## config.mk

```make
export PLATFORM = sky130hd
export DESIGN_NAME = squib_arming_deploy_control
export DESIGN_NICKNAME = d
export VERILOG_FILES = /design/src/squib_arm_pkg.sv /design/src/squib_arming_deploy_control.sv
export SDC_FILE = /design/constraint.sdc
export NUM_CORES = 2
export LEC_CHECK = 0
export ABC_AREA = 1
export BUFFER_PORTS_ARGS = -buffer_cell sky130_fd_sc_hd__buf_2
export CORE_AREA = 2 2 252 254
export DETAILED_ROUTE_END_ITERATION = 6
export DIE_AREA = 0 0 254 256
export GPL_TIMING_DRIVEN = 0
export MAX_ROUTING_LAYER = met4
export PLACE_DENSITY = 0.8
export SKIP_CTS_REPAIR_TIMING = 1
export SLEW_MARGIN = 20
export SYNTH_ARGS = -nofsm -noshare
export SYNTH_HDL_FRONTEND = slang
export SYNTH_SLANG_ARGS = --single-unit
```

## constraint.sdc

```tcl
create_clock -name sys_clk_i -period 2.6 [get_ports sys_clk_i]
set_input_delay 0.13 -clock sys_clk_i [delete_from_list [all_inputs] [get_ports sys_clk_i]]
set_output_delay 0.13 -clock sys_clk_i [all_outputs]
set_load 0.03 [all_outputs]
```

## src/squib_arm_pkg.sv

```systemverilog
/*
  Shared constants and types for the squib deployment-permission logic:
  serial frame sizes, reply mode codes and the timing constants.
  Assumes a single 250 MHz system clock drives all logic.
*/
package squib_arm_pkg;

  localparam int CLK_PERIOD_NS = 4;
  localparam int NUM_CH = 8;

  // Times as specified, then cycle counts (least times rounded up)
  localparam int STRETCH_TIME_US = 4000;
  localparam int FIRE_TIME_US = 2000;
  localparam int DEGLITCH_TIME_NS = 2000;
  localparam int DIAG_TIME_US = 100;
  localparam int STRETCH_CYC = (STRETCH_TIME_US * 1000 + CLK_PERIOD_NS - 1) / CLK_PERIOD_NS;
  localparam int FIRE_CYC = (FIRE_TIME_US * 1000 + CLK_PERIOD_NS - 1) / CLK_PERIOD_NS;
  localparam int DEGLITCH_CYC = (DEGLITCH_TIME_NS + CLK_PERIOD_NS - 1) / CLK_PERIOD_NS;
  localparam int DIAG_CYC = (DIAG_TIME_US * 1000 + CLK_PERIOD_NS - 1) / CLK_PERIOD_NS;

  // Deployment and arming port frames and deployment mode field
  localparam int DEP_BITS = 16;
  localparam int ARM_BITS = 8;
  localparam logic [4:0] DEP_FRAME_EDGES = 5'h10;
  localparam logic [4:0] DEP_CNT_MAX = 5'h1f;
  localparam int MODE_MSB = 15;
  localparam int MODE_LSB = 14;

  localparam logic [1:0] MODE_REGISTER = 2'h0;
  localparam logic [1:0] MODE_COMMAND = 2'h1;
  localparam logic [1:0] MODE_DIAG = 2'h2;
  localparam logic [1:0] MODE_MONITOR = 2'h3;

  // Reply headers (mode bits and fault bit D13)
  localparam logic [2:0] RSP_REGISTER = 3'h0;
  localparam logic [2:0] RSP_COMMAND = 3'h2;
  localparam logic [2:0] RSP_DIAG = 3'h4;
  localparam logic [2:0] RSP_STATUS = 3'h6;
  localparam logic [15:0] RSP_FAULT = 16'he000;
  localparam logic [15:0] RSP_RESET = 16'h0000;

  typedef struct packed {
    logic cs_n;
    logic sclk;
    logic mosi;
  } spi_in_t;

  localparam spi_in_t SPI_IDLE = '{cs_n: 1'b1, sclk: 1'b0, mosi: 1'b0};

endpackage

```

## src/squib_arming_deploy_control.sv

```systemverilog
/*
  Deployment-permission logic for eight squib loops: arming serial port,
  deployment serial port, per-channel stretch timers, firing timers,
  enable-pin deglitch and driver outputs.
  Assumes serial pins and the enable pin are asynchronous to sys_clk_i and
  that each serial clock is far slower than the system clock.
*/
`timescale 1ns/100ps

module squib_arming_deploy_control
  import squib_arm_pkg::*;
#(
  parameter int CH = NUM_CH,
  parameter int TMR_W = 21,
  parameter int STRETCH_CYCLES = STRETCH_CYC,
  parameter int FIRE_CYCLES = FIRE_CYC,
  parameter int DEGLITCH_CYCLES = DEGLITCH_CYC,
  parameter int DIAG_CYCLES = DIAG_CYC
)
(
  input wire logic sys_clk_i,
  input wire logic reset_i,
  input wire logic fire_permit_pin_i,
  input wire logic dep_cs_n_i,
  input wire logic dep_sclk_i,
  input wire logic dep_mosi_i,
  output logic dep_miso_o,
  output logic dep_miso_oe_n_o,
  input wire logic arm_cs_n_i,
  input wire logic arm_sclk_i,
  input wire logic arm_mosi_i,
  output logic arm_miso_o,
  output logic arm_miso_oe_n_o,
  output logic [CH-1:0] loop_high_side_driver_o,
  output logic [CH-1:0] loop_low_side_driver_o,
  output logic [CH-1:0] deploy_success_o
);

  ////////////////////////////////////////////////////////////////////////////
  // Input synchronisers: stage 1 feeds stage 2 only, stage 3 is for edges

  spi_in_t dep_s1_reg, dep_s2_reg, dep_s3_reg;
  spi_in_t arm_s1_reg, arm_s2_reg, arm_s3_reg;
  logic pin_s1_reg, pin_s2_reg;

  always_ff @(posedge sys_clk_i)
  begin
    if (reset_i)
    begin
      dep_s1_reg <= SPI_IDLE;
      dep_s2_reg <= SPI_IDLE;
      dep_s3_reg <= SPI_IDLE;
      arm_s1_reg <= SPI_IDLE;
      arm_s2_reg <= SPI_IDLE;
      arm_s3_reg <= SPI_IDLE;
      pin_s1_reg <= 1'b0;
      pin_s2_reg <= 1'b0;
    end
    else
    begin
      dep_s1_reg <= '{cs_n: dep_cs_n_i, sclk: dep_sclk_i, mosi: dep_mosi_i};
      dep_s2_reg <= dep_s1_reg;
      dep_s3_reg <= dep_s2_reg;
      arm_s1_reg <= '{cs_n: arm_cs_n_i, sclk: arm_sclk_i, mosi: arm_mosi_i};
      arm_s2_reg <= arm_s1_reg;
      arm_s3_reg <= arm_s2_reg;
      pin_s1_reg <= fire_permit_pin_i;
      pin_s2_reg <= pin_s1_reg;
    end
  end

  ////////////////////////////////////////////////////////////////////////////
  // Enable pin deglitch

  logic pin_filt_reg;
  logic [15:0] pin_cnt_reg;

  always_ff @(posedge sys_clk_i)
  begin
    if (reset_i)
    begin
      pin_filt_reg <= 1'b0;
      pin_cnt_reg <= 16'h0000;
    end
    else if (pin_s2_reg == pin_filt_reg)
      pin_cnt_reg <= 16'h0000;
    else if (pin_cnt_reg == 16'(DEGLITCH_CYCLES - 1))
    begin
      pin_filt_reg <= pin_s2_reg;
      pin_cnt_reg <= 16'h0000;
    end
    else
      pin_cnt_reg <= pin_cnt_reg + 16'h0001;
  end

  ////////////////////////////////////////////////////////////////////////////
  // Frame edges of both serial ports

  logic dep_sel, dep_begin, dep_end, dep_rise, dep_fall;
  logic arm_sel, arm_begin, arm_end, arm_rise, arm_fall;

  assign dep_sel = !dep_s2_reg.cs_n;
  assign dep_begin = dep_sel && dep_s3_reg.cs_n;
  assign dep_end = !dep_sel && !dep_s3_reg.cs_n;
  assign dep_rise = dep_sel && dep_s2_reg.sclk && !dep_s3_reg.sclk;
  assign dep_fall = dep_sel && !dep_s2_reg.sclk && dep_s3_reg.sclk;
  assign arm_sel = !arm_s2_reg.cs_n;
  assign arm_begin = arm_sel && arm_s3_reg.cs_n;
  assign arm_end = !arm_sel && !arm_s3_reg.cs_n;
  assign arm_rise = arm_sel && arm_s2_reg.sclk && !arm_s3_reg.sclk;
  assign arm_fall = arm_sel && !arm_s2_reg.sclk && arm_s3_reg.sclk;

  logic [CH-1:0] firing, dep_window, arm_window;
  logic any_firing;
  assign any_firing = |firing;

  ////////////////////////////////////////////////////////////////////////////
  // Deployment port: one shift register carries the reply out and the
  // message in, so the last 16 bits received sit in it at negation

  logic [DEP_BITS-1:0] dep_sh_reg, dep_reply_reg, dep_reply_next;
  logic [4:0] dep_cnt_reg;
  logic dep_miso_reg, dep_oe_n_reg;

  always_ff @(posedge sys_clk_i)
  begin
    if (reset_i)
    begin
      dep_sh_reg <= '0;
      dep_cnt_reg <= 5'h00;
      dep_miso_reg <= 1'b0;
      dep_oe_n_reg <= 1'b1;
      dep_reply_reg <= RSP_RESET;
    end
    else
    begin
      dep_oe_n_reg <= !dep_sel;
      if (dep_begin)
      begin
        dep_sh_reg <= dep_reply_reg;
        dep_cnt_reg <= 5'h00;
        dep_miso_reg <= dep_reply_reg[DEP_BITS-1];
      end
      else
      begin
        if (dep_rise)
        begin
          dep_sh_reg <= {dep_sh_reg[DEP_BITS-2:0], dep_s2_reg.mosi};
          if (dep_cnt_reg != DEP_CNT_MAX)
            dep_cnt_reg <= dep_cnt_reg + 5'h01;
        end
        if (dep_fall)
          dep_miso_reg <= dep_sh_reg[DEP_BITS-1];
      end
      if (dep_end)
        dep_reply_reg <= dep_reply_next;
    end
  end

  // Message decode at negation; acts only when the frame length is right
  logic [CH-1:0] dep_start, dep_cancel, diag_req;
  logic [1:0] dep_mode;
  logic [CH-1:0] dep_bits;
  logic [CH-1:0] success_reg;

  assign dep_mode = dep_sh_reg[MODE_MSB:MODE_LSB];
  assign dep_bits = dep_sh_reg[CH-1:0];

  always_comb
  begin
    dep_start = '0;
    dep_cancel = '0;
    diag_req = '0;
    dep_reply_next = RSP_FAULT;
    if (dep_end && dep_cnt_reg == DEP_FRAME_EDGES)
    begin
      case (dep_mode)
        MODE_REGISTER:
        begin
          if (!any_firing)
            dep_reply_next = {RSP_REGISTER, dep_sh_reg[12:0]};
        end
        MODE_COMMAND:
        begin
          // Firing channels are masked off; others keep working
          if (pin_filt_reg)
            dep_start = dep_bits & ~firing;
          dep_cancel = ~dep_bits & ~firing;
          dep_reply_next = {RSP_COMMAND, 5'h00, dep_bits};
        end
        MODE_DIAG:
        begin
          if (!any_firing)
          begin
            diag_req = dep_bits;
            // Requested channels report a failed check while enable is low
            dep_reply_next = {RSP_DIAG, 5'h00, pin_filt_reg ? 8'h00 : dep_bits};
          end
        end
        MODE_MONITOR:
          dep_reply_next = {RSP_STATUS, 5'h00, success_reg};
        default:
          dep_reply_next = RSP_FAULT;
      endcase
    end
  end

  ////////////////////////////////////////////////////////////////////////////
  // Arming port: first byte out is the arming status, then the bits
  // received pass straight through, which gives the daisy chain

  logic [ARM_BITS-1:0] arm_sh_reg;
  logic [2:0] arm_cnt_reg;
  logic arm_any_reg, arm_miso_reg, arm_oe_n_reg;
  logic [CH-1:0] arm_start, arm_cancel;

  always_ff @(posedge sys_clk_i)
  begin
    if (reset_i)
    begin
      arm_sh_reg <= '0;
      arm_cnt_reg <= 3'h0;
      arm_any_reg <= 1'b0;
      arm_miso_reg <= 1'b0;
      arm_oe_n_reg <= 1'b1;
    end
    else
    begin
      arm_oe_n_reg <= !arm_sel;
      if (arm_begin)
      begin
        arm_sh_reg <= arm_window;
        arm_cnt_reg <= 3'h0;
        arm_any_reg <= 1'b0;
        arm_miso_reg <= arm_window[ARM_BITS-1];
      end
      else
      begin
        if (arm_rise)
        begin
          arm_sh_reg <= {arm_sh_reg[ARM_BITS-2:0], arm_s2_reg.mosi};
          arm_cnt_reg <= arm_cnt_reg + 3'h1;
          arm_any_reg <= 1'b1;
        end
        if (arm_fall)
          arm_miso_reg <= arm_sh_reg[ARM_BITS-1];
      end
    end
  end

  // Latched only on whole bytes and never while a channel fires
  always_comb
  begin
    arm_start = '0;
    arm_cancel = '0;
    if (arm_end && arm_any_reg && arm_cnt_reg == 3'h0 && !any_firing)
    begin
      arm_start = arm_sh_reg;
      arm_cancel = ~arm_sh_reg;
    end
  end

  ////////////////////////////////////////////////////////////////////////////
  // Per-channel stretch, firing and diagnostic timers

  logic [CH-1:0] fire_go, diag_on, hs_reg, ls_reg;

  generate
    for (genvar i = 0; i < CH; i++)
    begin : g_ch
      logic [TMR_W-1:0] arm_tmr_reg, dep_tmr_reg, fire_tmr_reg, diag_tmr_reg;

      assign arm_window[i] = arm_tmr_reg != '0;
      assign dep_window[i] = dep_tmr_reg != '0;
      assign firing[i] = fire_tmr_reg != '0;
      assign diag_on[i] = diag_tmr_reg != '0;
      assign fire_go[i] = pin_filt_reg && !firing[i] &&
        ((dep_start[i] && arm_window[i]) || (arm_start[i] && dep_window[i]));

      // Timers never look at the enable pin once running
      always_ff @(posedge sys_clk_i)
      begin
        if (reset_i)
          arm_tmr_reg <= '0;
        else if (arm_start[i])
          arm_tmr_reg <= TMR_W'(STRETCH_CYCLES);
        else if (arm_cancel[i])
          arm_tmr_reg <= '0;
        else if (arm_window[i])
          arm_tmr_reg <= arm_tmr_reg - 1'b1;
      end

      always_ff @(posedge sys_clk_i)
      begin
        if (reset_i)
          dep_tmr_reg <= '0;
        else if (dep_start[i])
          dep_tmr_reg <= TMR_W'(STRETCH_CYCLES);
        else if (dep_cancel[i])
          dep_tmr_reg <= '0;
        else if (dep_window[i])
          dep_tmr_reg <= dep_tmr_reg - 1'b1;
      end

      // Nothing but reset can cut a firing short
      always_ff @(posedge sys_clk_i)
      begin
        if (reset_i)
          fire_tmr_reg <= '0;
        else if (fire_go[i])
          fire_tmr_reg <= TMR_W'(FIRE_CYCLES);
        else if (firing[i])
          fire_tmr_reg <= fire_tmr_reg - 1'b1;
      end

      always_ff @(posedge sys_clk_i)
      begin
        if (reset_i)
          success_reg[i] <= 1'b0;
        else if (fire_tmr_reg == TMR_W'(1))
          success_reg[i] <= 1'b1;
      end

      // Diagnostic runs its time even with enable low, but drives nothing then
      always_ff @(posedge sys_clk_i)
      begin
        if (reset_i)
          diag_tmr_reg <= '0;
        else if (diag_req[i] && !firing[i])
          diag_tmr_reg <= TMR_W'(DIAG_CYCLES);
        else if (diag_on[i])
          diag_tmr_reg <= diag_tmr_reg - 1'b1;
      end

      always_ff @(posedge sys_clk_i)
      begin
        if (reset_i)
        begin
          hs_reg[i] <= 1'b0;
          ls_reg[i] <= 1'b0;
        end
        else
        begin
          hs_reg[i] <= firing[i] || (diag_on[i] && pin_filt_reg);
          ls_reg[i] <= firing[i] || (diag_on[i] && pin_filt_reg);
        end
      end
    end
  endgenerate

  assign dep_miso_o = dep_miso_reg;
  assign dep_miso_oe_n_o = dep_oe_n_reg;
  assign arm_miso_o = arm_miso_reg;
  assign arm_miso_oe_n_o = arm_oe_n_reg;
  assign loop_high_side_driver_o = hs_reg;
  assign loop_low_side_driver_o = ls_reg;
  assign deploy_success_o = success_reg;
endmodule

```

==> results.sh <==
export IMPL_pre_cts_ws_ns=-0.5737
export IMPL_critPathMaxFanout=10
export IMPL_cts_buffers=80
export IMPL_nFillCells=5278
export IMPL_cpMostUsedCell="nand2_1"
export IMPL_grt_pass1_wl_mm=162.4
export IMPL_place_gp_congestion=0.9596
export IMPL_vias_per_cell=5.526
export IMPL_worstPathArrival_ns=3.10
export IMPL_dpl_hpwl_mm=70.78
export IMPL_critPathKind="flip-flop to flip-flop"
export IMPL_synthCells=5583
export IMPL_clk_pin_slew_ns=0.06
export IMPL_setup_viol=0
export IMPL_wirelength_mm=100.0
export IMPL_initial_utilization_pct=63.12
export IMPL_root_buffer="clkbuf_16"
export IMPL_post_synth_num_cell_types=58
export IMPL_cpMaxStageDelayCell="dfxtp_1"
export IMPL_slowest_delay_ns=0.34
export IMPL_cpLargestDelayFamily="simple AND/OR/NAND/NOR gates"
export IMPL_seqPwrFrac_pct=33.2
export IMPL_power_per_cell_area_nw_per_um2=1177
export IMPL_htree_levels=3
export IMPL_grt_overflow_total=0
export IMPL_p_comb_share_pct=43.9
export IMPL_fin_crit_sh_pct=99.28
export IMPL_power_internal_mw=30.26
export IMPL_crit_required_ns=3.12
export IMPL_worst_slack_ns=0.01878
export IMPL_clock_latency_ns=0.64
export IMPL_worstHoldPathType="input port to flip-flop"
export IMPL_crit_path_end_kind="flip-flop"
export IMPL_dieArea_um2=65020
export IMPL_leakage_nw=20.24
export IMPL_yosysTopAreaCell="dfxtp_1"
export IMPL_ant_nets=1
export IMPL_rows=92
export IMPL_async_reset_ff_share_pct=0
export IMPL_die_w_um=254
export IMPL_synthTopCellsByCount="nor2_1, nand2_1, dfxtp_1, inv_1, a21oi_1"
export IMPL_r2r_start="dep_cnt_reg[0]"
export IMPL_start_kind="flip-flop"
export IMPL_yosysSeqAreaShare_pct=39.35
export IMPL_num_vias=36730
export IMPL_grt_pass1_vias=33740
export IMPL_drcViolationCount=0
export IMPL_die_y_um=256
export IMPL_antenna_found_initial=2
export IMPL_cts_max_path_buffers=3
export IMPL_synth_ff_type="dfxtp_1"
export IMPL_fin_setup_tns_ns=0
export IMPL_areaGrowthSynthToFinish_pct=11.70
export IMPL_grt_max_degree=15
export IMPL_regArea_um2=15490
export IMPL_yosysMostFrequentCell="nor2_1"
export IMPL_multi_input_area_um2=21020
export IMPL_ir_drop_mv=0.8840
export IMPL_syn_avg_cell_area_um2=7.054
export IMPL_fmax_mhz=387.4
export IMPL_synth_top_area_share_pct=39.35
export IMPL_outcome="finished with violations"
export IMPL_cp_buffers_inverters=4
export IMPL_pwr_share_clk_pct=22.9
export IMPL_grt_total_usage_pct=30.99
export IMPL_ys_seq_elements=774
export IMPL_cts_tree="built"
export IMPL_timing_final_crit_period_ns=2.581
export IMPL_setup_worst_path_start="dep_cnt_reg[0]"
export IMPL_cp_cell_sequence="inv_1 > ha_1 > nand2_1 > nor3_1 > nand2_2 > nor2_4 > inv_2 > buf_6 > nor3_2 > nand2_1 > nand3_2 > buf_4 > nor2_1"
export IMPL_violations="antenna violations"
export IMPL_syn_nets=5655
export IMPL_drv_cap=0
export IMPL_io_buffers=36
export IMPL_ys_warn_count=0
export IMPL_rsz0062_at_grt="true"
export IMPL_dr_first_iter_drc_count=3051
export IMPL_worstHoldStart="reset_i"
export IMPL_slew_viol_final=0
export IMPL_synth_area_um2=39380
export IMPL_drtPass1Iterations=6
export IMPL_swShare_pct=41.55
export IMPL_fp_coreArea_um2=62390
export IMPL_slew_limit_headroom_pct=15.61
export IMPL_ios=37
export IMPL_synth_edf_count=0
export IMPL_routedWlPerCell_um=15.05
export IMPL_p_sw_mw=21.51
export IMPL_hold_viol=0
export IMPL_holdWs_ns=0.09348
export IMPL_final_util_pct=70.50
export IMPL_yosys_top_cells_area="dfxtp_1, nor2_1, nand2_1"
export IMPL_finalClockSkew_ns=0.01910
export IMPL_tightest_slew_ns=1.266
export IMPL_drive_gt1_share_pct=8.231
export IMPL_cts_sink_count=774
export IMPL_nNetsFinal=5804
## power groups by stage
stage / combinational, mW / sequential (mW) / clock, mW
finish: 22.7 / 17.2 / 11.9
floorplan: 18.1 / 16.8 / 0
CTS: 22.3 / 17.2 / 12.0
detailed placement: 22.0 / 17.3 / 0
global route: 26.0 / 17.6 / 12.4
global placement: 21.4 / 17.3 / 0
## metrics by stage
step,power (mW),cell area [um^2],instances
after CTS,51.39,43340,6610
after floorplan,34.93,39380,5583
after global routing,56.01,43970,6641
final,51.78,43990,6646
after detailed placement,39.32,40620,6465
after global placement,38.71,40620,6465
## per-layer routing
metal  vias to the layer above  part of all wire (%)  global-route usage [%]  wire length (um)
met2                      1139                    46                   50.38             46080
met4                         0                   3.8                   11.26              3820
li1                      18400                     -                       -                 -
met1                     16940                    44                   38.87             43910
met3                       254                   6.2                   4.912              6210
met5                         -                     0                       -                 0
## final timing paths
path / endpoint / slack, ns / depth (start not counted)
setup / recovery: g_ch[5].fire_tmr_reg[20] / 0.02 / 13
hold / removal: g_ch[1].dep_tmr_reg[20] / 0.09 / 4
setup reg to reg: g_ch[5].fire_tmr_reg[20] / 0.02 / 13
hold reg to reg: arm_s2_reg[2] / 0.41 / 1
## layout by cell type, fill, tap and decap left out, types with 142 or more instances in the layout
| master | instances |
|---|---|
| nand4_1 | 176 |
| nor2_1 | 1049 |
| o21ai_0 | 142 |
| xor2_1 | 223 |
| a21oi_1 | 357 |
| nor3_1 | 214 |
| nand3_1 | 265 |
| inv_1 | 688 |
| nand2_1 | 909 |
| dfxtp_1 | 774 |
## cell families after synthesis
| group | Yosys count | share of synthesized area, % |
|---|---|---|
| xor gates and xnor gates | 357 | 7.940 |
| muxes | 1 | 0.02542 |
| buffers and inverters | 801 | 8.105 |
| AOI/OAI and AO/OA | 625 | 8.677 |
| DFF | 774 | 39.35 |
| and+or+nand+nor | 2962 | 33.90 |
| adders and majority gates | 63 | 2.002 |
## cell type report
| class | count | area share [%] |
|---|---|---|
| multi-input cells | 4008 | 47.78 |
| repair buffers | 67 | 1.041 |
| clock buffers | 107 | 5.245 |
| clock inverters | 38 | 0.9245 |
| inverters | 705 | 6.059 |
| diodes | 5 | 0.02845 |
| plain buffers | 96 | 1.291 |
| flip-flops and latches | 774 | 35.23 |
| well taps | 846 | 2.406 |
## worst reg2reg max path, delay by kind of cell (launching register included)
family	cells	cell delay (ns)
DFF	1	0.34
and+or+nand+nor	8	1.31
adders and majority gates	1	0.15
buffers and inverters	4	0.67
(Power assumes the default switching activity.)
